--- src/uhoc_defs.vh ---
// constants for the host operating-mode control block
// assumes a 40 MHz REF_CLK and a word-wide register port
`ifndef UHOC_DEFS_VH
`define UHOC_DEFS_VH

`define UHOC_AW             4
// register indices on the register port (word addresses)
`define UHOC_ADDR_MODE      4'h0
`define UHOC_ADDR_CMD       4'h1
`define UHOC_ADDR_IRQ_STAT  4'h2
`define UHOC_ADDR_IRQ_MASK  4'h3

// operating-mode field positions
`define UHOC_RATIO_LSB      0
`define UHOC_RATIO_MSB      1
`define UHOC_PERIODIC_BIT   2
`define UHOC_ISO_BIT        3
`define UHOC_CONTROL_BIT    4
`define UHOC_BULK_BIT       5
`define UHOC_STATE_LSB      6
`define UHOC_STATE_MSB      7
`define UHOC_ROUTE_BIT      8
`define UHOC_MODE_RESET     9'h000

// functional state encodings
`define UHOC_FS_RESET       2'h0
`define UHOC_FS_RESUME      2'h1
`define UHOC_FS_OPER        2'h2
`define UHOC_FS_SUSPEND     2'h3

// command register: soft reset command bit
`define UHOC_CMD_RESET_BIT  0
// interrupt status bits
`define UHOC_IRQ_SOF_BIT    0
`define UHOC_IRQ_ROUTE_BIT  1
`define UHOC_IRQ_W          2

// timing
`define UHOC_CLK_HZ         40000000
`define UHOC_SOF_DELAY_US   1000
`define UHOC_SOF_CYCLES     ((`UHOC_CLK_HZ / 1000000) * `UHOC_SOF_DELAY_US)
`define UHOC_SRST_MAX_US    10
`define UHOC_SRST_CYCLES    ((`UHOC_CLK_HZ / 1000000) * `UHOC_SRST_MAX_US)
`define UHOC_SRST_W         9

`endif

--- src/uhoc_mode_ctrl.v ---
// Contract
// - bits 31:9 read zero; software writes their reset value.
// - interrupt routing bit resets to zero.
// - routing zero sends interrupts to the vectored controller; one is invalid.
// - functional state field reports reset, resume, operational or suspend.
// - every functional state change yields a start-of-frame 1 ms later.
// - each start-of-frame sets a flag in the interrupt status register.
// - on switching to bulk, sample bulk enable; process bulk only if set.
// - on switching to control, sample control enable; process only if set.
// - bulk, control and isochronous enable writes take effect at next frame.
// - isochronous descriptor met: continue if enabled, else leave periodic list.
// - periodic enable gates periodic processing for the next frame.
// - compare control-served count with ratio before nonperiodic service.
// - ratio field value plus one control endpoints per bulk endpoint.
// - soft reset forces suspend, resets registers, ends within 10 us.
//
// operating-mode register bank with scheduler gating outputs
// assumes a single 40 MHz clock and the plain strobe register port
`timescale 1ns/1ps
`include "uhoc_defs.vh"
module uhoc_mode_ctrl #(
  parameter SOF_CYCLES  = `UHOC_SOF_CYCLES,
  parameter SRST_CYCLES = `UHOC_SRST_CYCLES
) (
  input  wire                 REF_CLK,
  input  wire                 RST_N,
  input  wire [`UHOC_AW-1:0]  ADDR,
  input  wire [31:0]          WDATA,
  input  wire                 WR,
  input  wire                 RD,
  output reg  [31:0]          RDATA,
  output reg                  IRQ_VECTORED,
  output reg                  SOF_PULSE,
  output reg  [1:0]           FUNCTIONAL_STATE,
  output reg  [1:0]           CONTROL_BULK_RATIO,
  output reg                  PERIODIC_LIST_ENABLE,
  output reg                  ISO_CONTINUE,
  output reg                  CONTROL_GO,
  output reg                  BULK_GO,
  output reg                  BULK_DUE,
  output reg                  SOFT_RESET_BUSY,
  input  wire                 SWITCH_TO_CONTROL,
  input  wire                 SWITCH_TO_BULK,
  input  wire                 ISO_DESC_SEEN,
  input  wire                 CONTROL_SERVED
);

  // ==========================================================
  // register state
  reg        route_sel;
  reg [1:0]  state;
  reg        bulk_en_sw;
  reg        ctrl_en_sw;
  reg        iso_en_sw;
  reg        per_en_sw;
  reg [1:0]  ratio;
  // frame-latched copies: the scheduler sees enables only from the next frame
  reg        bulk_en_fr;
  reg        ctrl_en_fr;
  reg        iso_en_fr;
  reg        per_en_fr;
  reg [`UHOC_IRQ_W-1:0] irq_stat;
  reg [`UHOC_IRQ_W-1:0] irq_mask;
  reg        srst_active;
  reg [`UHOC_SRST_W-1:0] srst_cnt;

  wire       sof_done;
  wire       ratio_due;
  wire [2:0] ratio_count;

  wire wr_mode = WR && (ADDR == `UHOC_ADDR_MODE);
  wire wr_cmd  = WR && (ADDR == `UHOC_ADDR_CMD);
  wire wr_stat = WR && (ADDR == `UHOC_ADDR_IRQ_STAT);
  wire wr_mask = WR && (ADDR == `UHOC_ADDR_IRQ_MASK);

  wire [1:0] new_state = WDATA[`UHOC_STATE_MSB:`UHOC_STATE_LSB];
  wire       state_change = (wr_mode && !srst_active && new_state != state) ||
                            (srst_active && state != `UHOC_FS_SUSPEND);

  wire [`UHOC_IRQ_W-1:0] irq_set;
  assign irq_set[`UHOC_IRQ_SOF_BIT]   = sof_done;
  // a one in the routing bit is flagged as a software fault
  assign irq_set[`UHOC_IRQ_ROUTE_BIT] = wr_mode && WDATA[`UHOC_ROUTE_BIT];

  // ==========================================================
  // start-of-frame after each state change
  uhoc_sof_timer #(
    .WIDTH (16),
    .LOAD  (SOF_CYCLES)
  ) u_sof (
    .clk   (REF_CLK),
    .rst_n (RST_N),
    .start (state_change),
    .done  (sof_done)
  );

  // ==========================================================
  // control/bulk service ratio
  uhoc_ratio_ctr u_ratio (
    .clk      (REF_CLK),
    .rst_n    (RST_N),
    .ratio    (ratio),
    .served   (CONTROL_SERVED),
    .clear    (SWITCH_TO_BULK || srst_active),
    .bulk_due (ratio_due),
    .count    (ratio_count)
  );

  // ==========================================================
  // software-visible mode register and soft reset
  always @(posedge REF_CLK or negedge RST_N) begin
    if (!RST_N) begin
      route_sel   <= 1'b0;
      state       <= `UHOC_FS_RESET;
      bulk_en_sw  <= 1'b0;
      ctrl_en_sw  <= 1'b0;
      iso_en_sw   <= 1'b0;
      per_en_sw   <= 1'b0;
      ratio       <= 2'h0;
      srst_active <= 1'b0;
      srst_cnt    <= {`UHOC_SRST_W{1'b0}};
      irq_mask    <= {`UHOC_IRQ_W{1'b0}};
    end else if (srst_active) begin
      // operational registers held at reset values, state at suspend, for the soft reset span
      route_sel  <= 1'b0;
      state      <= `UHOC_FS_SUSPEND;
      bulk_en_sw <= 1'b0;
      ctrl_en_sw <= 1'b0;
      iso_en_sw  <= 1'b0;
      per_en_sw  <= 1'b0;
      ratio      <= 2'h0;
      irq_mask   <= {`UHOC_IRQ_W{1'b0}};
      if (srst_cnt == SRST_CYCLES[`UHOC_SRST_W-1:0] - {{(`UHOC_SRST_W-1){1'b0}}, 1'b1}) begin
        srst_active <= 1'b0;
        srst_cnt    <= {`UHOC_SRST_W{1'b0}};
      end else begin
        srst_cnt <= srst_cnt + {{(`UHOC_SRST_W-1){1'b0}}, 1'b1};
      end
    end else begin
      if (wr_cmd && WDATA[`UHOC_CMD_RESET_BIT])
        srst_active <= 1'b1;
      if (wr_mode) begin
        // routing one is invalid: hold zero so interrupts stay vectored
        route_sel  <= 1'b0;
        state      <= new_state;
        bulk_en_sw <= WDATA[`UHOC_BULK_BIT];
        ctrl_en_sw <= WDATA[`UHOC_CONTROL_BIT];
        iso_en_sw  <= WDATA[`UHOC_ISO_BIT];
        per_en_sw  <= WDATA[`UHOC_PERIODIC_BIT];
        ratio      <= WDATA[`UHOC_RATIO_MSB:`UHOC_RATIO_LSB];
      end
      if (wr_mask)
        irq_mask <= WDATA[`UHOC_IRQ_W-1:0];
    end
  end

  // ==========================================================
  // frame-boundary latching of list enables
  always @(posedge REF_CLK or negedge RST_N) begin
    if (!RST_N) begin
      bulk_en_fr <= 1'b0;
      ctrl_en_fr <= 1'b0;
      iso_en_fr  <= 1'b0;
      per_en_fr  <= 1'b0;
    end else if (srst_active) begin
      bulk_en_fr <= 1'b0;
      ctrl_en_fr <= 1'b0;
      iso_en_fr  <= 1'b0;
      per_en_fr  <= 1'b0;
    end else if (sof_done) begin
      bulk_en_fr <= bulk_en_sw;
      ctrl_en_fr <= ctrl_en_sw;
      iso_en_fr  <= iso_en_sw;
      per_en_fr  <= per_en_sw;
    end
  end

  // ==========================================================
  // interrupt status: write one to clear, a new event wins
  always @(posedge REF_CLK or negedge RST_N) begin
    if (!RST_N) begin
      irq_stat <= {`UHOC_IRQ_W{1'b0}};
    end else if (srst_active) begin
      irq_stat <= {`UHOC_IRQ_W{1'b0}};
    end else begin
      irq_stat <= (irq_stat & ~(wr_stat ? WDATA[`UHOC_IRQ_W-1:0] : {`UHOC_IRQ_W{1'b0}}))
                  | irq_set;
    end
  end

  // ==========================================================
  // scheduler outputs and read port
  always @(posedge REF_CLK or negedge RST_N) begin
    if (!RST_N) begin
      IRQ_VECTORED         <= 1'b0;
      SOF_PULSE            <= 1'b0;
      FUNCTIONAL_STATE     <= `UHOC_FS_RESET;
      CONTROL_BULK_RATIO   <= 2'h0;
      PERIODIC_LIST_ENABLE <= 1'b0;
      ISO_CONTINUE         <= 1'b0;
      CONTROL_GO           <= 1'b0;
      BULK_GO              <= 1'b0;
      BULK_DUE             <= 1'b0;
      SOFT_RESET_BUSY      <= 1'b0;
      RDATA                <= 32'h0;
    end else begin
      // routing is always vectored, so only the mask gates the line
      IRQ_VECTORED         <= !route_sel && |(irq_stat & irq_mask);
      SOF_PULSE            <= sof_done;
      FUNCTIONAL_STATE     <= state;
      CONTROL_BULK_RATIO   <= ratio;
      PERIODIC_LIST_ENABLE <= per_en_fr;
      ISO_CONTINUE         <= ISO_DESC_SEEN && iso_en_fr;
      CONTROL_GO           <= SWITCH_TO_CONTROL && ctrl_en_fr;
      BULK_GO              <= SWITCH_TO_BULK && bulk_en_fr;
      BULK_DUE             <= ratio_due;
      SOFT_RESET_BUSY      <= srst_active;
      RDATA                <= 32'h0;
      if (RD) begin
        case (ADDR)
          `UHOC_ADDR_MODE:
            RDATA <= {23'h0, route_sel, state, bulk_en_sw, ctrl_en_sw,
                      iso_en_sw, per_en_sw, ratio};
          `UHOC_ADDR_CMD:
            RDATA <= {28'h0, ratio_count, srst_active};
          `UHOC_ADDR_IRQ_STAT:
            RDATA <= {30'h0, irq_stat};
          `UHOC_ADDR_IRQ_MASK:
            RDATA <= {30'h0, irq_mask};
          default:
            RDATA <= 32'h0;
        endcase
      end
    end
  end

endmodule // uhoc_mode_ctrl

--- src/uhoc_sof_timer.v ---
// one-shot timer: after a start pulse, counts LOAD cycles and then pulses done
// assumes a single clock; a restart while running reloads the count
`timescale 1ns/1ps
module uhoc_sof_timer #(
  parameter WIDTH = 16,
  parameter LOAD  = 40000
) (
  input  wire             clk,
  input  wire             rst_n,
  input  wire             start,
  output reg              done
);
  reg [WIDTH-1:0] count;
  reg             running;

  always @(posedge clk or negedge rst_n) begin
    if (!rst_n) begin
      count   <= {WIDTH{1'b0}};
      running <= 1'b0;
      done    <= 1'b0;
    end else begin
      done <= 1'b0;
      if (start) begin
        count   <= LOAD[WIDTH-1:0] - {{(WIDTH-1){1'b0}}, 1'b1};
        running <= 1'b1;
      end else if (running) begin
        if (count == {WIDTH{1'b0}}) begin
          running <= 1'b0;
          done    <= 1'b1;
        end else begin
          count <= count - {{(WIDTH-1){1'b0}}, 1'b1};
        end
      end
    end
  end
endmodule // uhoc_sof_timer

--- src/uhoc_ratio_ctr.v ---
// counts control endpoints served and tells the scheduler when bulk is due
// assumes served/bulk pulses are one cycle and never coincide with a clear
`timescale 1ns/1ps
module uhoc_ratio_ctr (
  input  wire       clk,
  input  wire       rst_n,
  input  wire [1:0] ratio,
  input  wire       served,
  input  wire       clear,
  output wire       bulk_due,
  output reg  [2:0] count
);
  // ratio field holds served-count minus one
  assign bulk_due = (count > {1'b0, ratio});

  always @(posedge clk or negedge rst_n) begin
    if (!rst_n) begin
      count <= 3'h0;
    end else if (clear) begin
      count <= 3'h0;
    end else if (served && count != 3'h7) begin
      count <= count + 3'h1;
    end
  end
endmodule // uhoc_ratio_ctr

--- config.mk ---
export PLATFORM = sky130hd
export DESIGN_NAME = uhoc_mode_ctrl
export DESIGN_NICKNAME = d
export VERILOG_FILES = /design/src/uhoc_mode_ctrl.v /design/src/uhoc_sof_timer.v /design/src/uhoc_ratio_ctr.v
export VERILOG_INCLUDE_DIRS = /design/src
export SDC_FILE = /design/constraint.sdc
export NUM_CORES = 1
export LEC_CHECK = 0
export ABC_AREA = 1
export BUFFER_PORTS_ARGS = -buffer_cell sky130_fd_sc_hd__buf_2
export CAP_MARGIN = 20
export CORE_AREA = 4 4 82 92
export DETAILED_ROUTE_END_ITERATION = 8
export DIE_AREA = 0 0 86 96
export PLACE_DENSITY = 0.82
export REMOVE_ABC_BUFFERS = 1
export SLEW_MARGIN = 15
export SYNTH_ARGS = -nofsm -noshare
export SYNTH_HDL_FRONTEND = slang
export SYNTH_SLANG_ARGS = --single-unit
--- constraint.sdc ---
create_clock -name REF_CLK -period 1.9 [get_ports REF_CLK]
set_clock_uncertainty 0.05 [all_clocks]
set_input_delay 0.19 -clock REF_CLK [delete_from_list [all_inputs] [get_ports REF_CLK]]
set_output_delay 0.19 -clock REF_CLK [all_outputs]
set_load 0.02 [all_outputs]
==> qor.csv <==
stage;metric;value;unit
floorplan;die_area;8260;µm²
placement;io_buffers;40;
layout;layout_commonest_cell;nand2_1;
power;ir_drop;0.874;mV
floorplan;core;6560;µm²
placement;gp_congestion;0.895;
critical_path;r2r-start;u_sof.count[0]$_DFFE_PN0P_;
sta;period_minus_slack;1700;ps
clock_network;htree_levels;3;
critical_path;cp.required;2130;ps
logic_synthesis;synth_ff_type;dfrtp_1;
detailed_routing;avgRoutedWirePerCell;12.9;µm
global_routing;grt_pass1_wl;12.2;mm
clock_network;clock_latency;350;ps
critical_path;cp_max_fo;12;
critical_path;cp-startpoint;u_sof.count[0]$_DFFE_PN0P_;
logic_synthesis;synth.distinct_cells;34;
layout;drive_above_1_share;16.6;%
min_path;hold_path.class;primary input to flop;
critical_path;crit_chain;inv_1 -> ha_1 -> nand2_2 -> nor2_2 -> nand2_2 -> nand2_4 -> inv_2 -> nor2_4 -> nand2_1 -> nand2_1;
detailed_routing;ant_nets;0;
detailed_routing;drtIter0Drc;233;
global_routing;grt_start_max_net_pins;68;
floorplan;fp-row-count;31;
clock_network;cts_tree;yes;
global_routing;met3_usage;4.88;%
clock_network;post_cts_resize_count;0;
critical_path;worst_setup_path_start_kind;flop;
detailed_routing;vias_per_cell;5.12;
min_path;worstHoldStart;WDATA[4];
sta;timing.fmax;589;MHz
detailed_routing;routed_wl;7.16;mm
sta;slew_violations;0;
logic_synthesis;synth_area;3410;µm²
logic_synthesis;synth_seq_cells;67;
global_routing;grt_pass1_vias;2799;
clock_network;postCtsSetupBuffers;0;
run_status;status;completed;
sta;post-route-period-util;89.4;%
layout;fin_util;60.0;%
logic_synthesis;synth_edf_count;0;
flow_run;maxCapViolCount;0;
clock_network;hold_buffers;5;
sta;setup_tns;0;ps
global_routing;grt-busiest-layer;met2;
detailed_routing;via_count;2829;
global_routing;track_usage;18.8;%
critical_path;arrival;1930;ps
logic_synthesis;ys_async_sr_fraction;100;%
layout;area_growth;15.3;%
power;p_per_area;961;nW/µm²
logic_synthesis;postSynthAreaPerCell;8.30;µm²
power;p_leak;2.06;nW
layout;layout_common_cells;100 x nand2_1, 67 x dfrtp_1, 53 x inv_1, 46 x nor2_1, 40 x buf_2;
global_routing;gr-usage-met2;34.1;%
global_routing;antenna_found_initial;0;
logic_synthesis;yosysWarningCount;0;
global_routing;overflow;0;
sta;grt_setup_unrepaired;false;
detailed_routing;drc;0;
sta;finalHoldViolCount;0;
floorplan;initial_core_util;52.0;%
clock_network;clock_path_buffers;2;
sta;setup_viol_count_final;0;
floorplan;die_w;86;µm
logic_synthesis;ys_seq_area_share;49.2;%
clock_network;numCtsBuffers;9;
floorplan;fp.dieH;96;µm
critical_path;critPathSlowestCell;dfrtp_1;
critical_path;criticalPathCategory;flop to flop;
critical_path;worstSetupEndpointType;flop;
logic_synthesis;synth_cells;411;
layout;diodes;0;
detailed_routing;dr.pass1.iters;5;
floorplan;io_pins;88;
global_routing;met1_usage;20.9;%
clock_network;clk_pin_slew;70;ps
clock_network;clockRootBuffer;clkbuf_8;
critical_path;cp_slowest_stage_delay;390;ps
placement;dp_hpwl;5.06;mm
layout;nets;516;
clock_network;clock-sinks;67;
-- worst paths after layout --
| kind | to | slack (ps) | depth (start not counted) |
|---|---|---|---|
| min reg2reg | PERIODIC_LIST_ENABLE$_DFF_PN0_ | 330 | 0 |
| min | ctrl_en_sw$_DFFE_PN0P_ | 20 | 3 |
| max reg2reg | u_sof.count[5]$_DFFE_PN0P_ | 200 | 10 |
| max | u_sof.count[5]$_DFFE_PN0P_ | 200 | 10 |
| min in group asynchronous | u_ratio.count[2]$_DFFE_PN0P_ | 330 | 3 |
| max in group asynchronous | SOFT_RESET_BUSY$_DFF_PN0_ | 1170 | 3 |
-- final cells by class --
class | count | area, µm²
flip-flops and latches | 67 | 1680
well taps | 82 | 103
inverters | 56 | 210
clock inverters | 7 | 124
repair buffers | 49 | 293
clock buffers | 9 | 124
multi-input cells | 283 | 1400
fillers | 535 | 2620
-- worst max-delay path: cells and delay by family (launching register included) --
family                     cells  cell delay, ps
and+or+nand+nor                7             820
DFF                            1             390
buffers and inverters          2             170
adders and majority gates      1             200
-- kinds of logic (layout without fill, tap and decap cells) --
logic type	after synthesis	in the layout	synth area share [%]
compound gates	40	40	6.60
xor+xnor	10	10	2.57
simple gates	203	203	27.1
buf+inv	84	121	12.3
other cells	1	24	0.110
flops	67	67	49.2
fa+ha+maj	6	6	2.20
-- Yosys cell counts (all sizes together), types with 2 or more instances --
cell    number  area share (%)
nand2      105              13
dfrtp       67              49
inv         55             6.1
nor2        53             6.9
nand3       36             5.8
buf         27             6.0
o21ai       19             2.9
o22ai       11             2.0
a21oi        7             1.0
ha           6             2.2
xnor2        5             1.3
xor2         5             1.3
nor3b        3            0.66
nand3b       2            0.44
nor3         2            0.29
o31ai        2            0.44
-- sequential cells by signal (all words and copies together) (netlist names), 2 cells and up --
| name | flops |
|---|---|
| RDATA | 8 |
| FUNCTIONAL_STATE | 2 |
| state | 2 |
| u_sof.count | 16 |
| ratio | 2 |
| CONTROL_BULK_RATIO | 2 |
| irq_stat | 2 |
| srst_cnt | 9 |
| u_ratio.count | 3 |
| irq_mask | 2 |
-- per-layer routing --
layer,share of wire (%),up-vias,wire [µm]
met4,1.1,0,77
met1,39,1360,2810
li1,-,1350,-
met2,52,106,3710
met3,7.7,13,553
met5,0,-,0
-- power by group --
group / leakage (nW) / switching, W / internal (W)
combinational: 1.08 / 0.000411 / 0.000245
clock: 0.120 / 0.000573 / 0.000883
sequential: 0.850 / 0.000133 / 0.00153
total: 2.06 / 0.00112 / 0.00266
-- metrics by stage --
step                instances  setup WS, ps  area, µm²  hold WS [ps]  total power (W)
finish                    553           202       3930          24.0          0.00378
floorplan                 406           338       3290          -156          0.00214
detailed placement        532           237       3630           189          0.00232
global route              553          49.4       3930          36.1          0.00399
global placement          532           281       3630           181          0.00229
CTS                       553           197       3930          13.4          0.00380
Power figures use the tool's default switching activity.
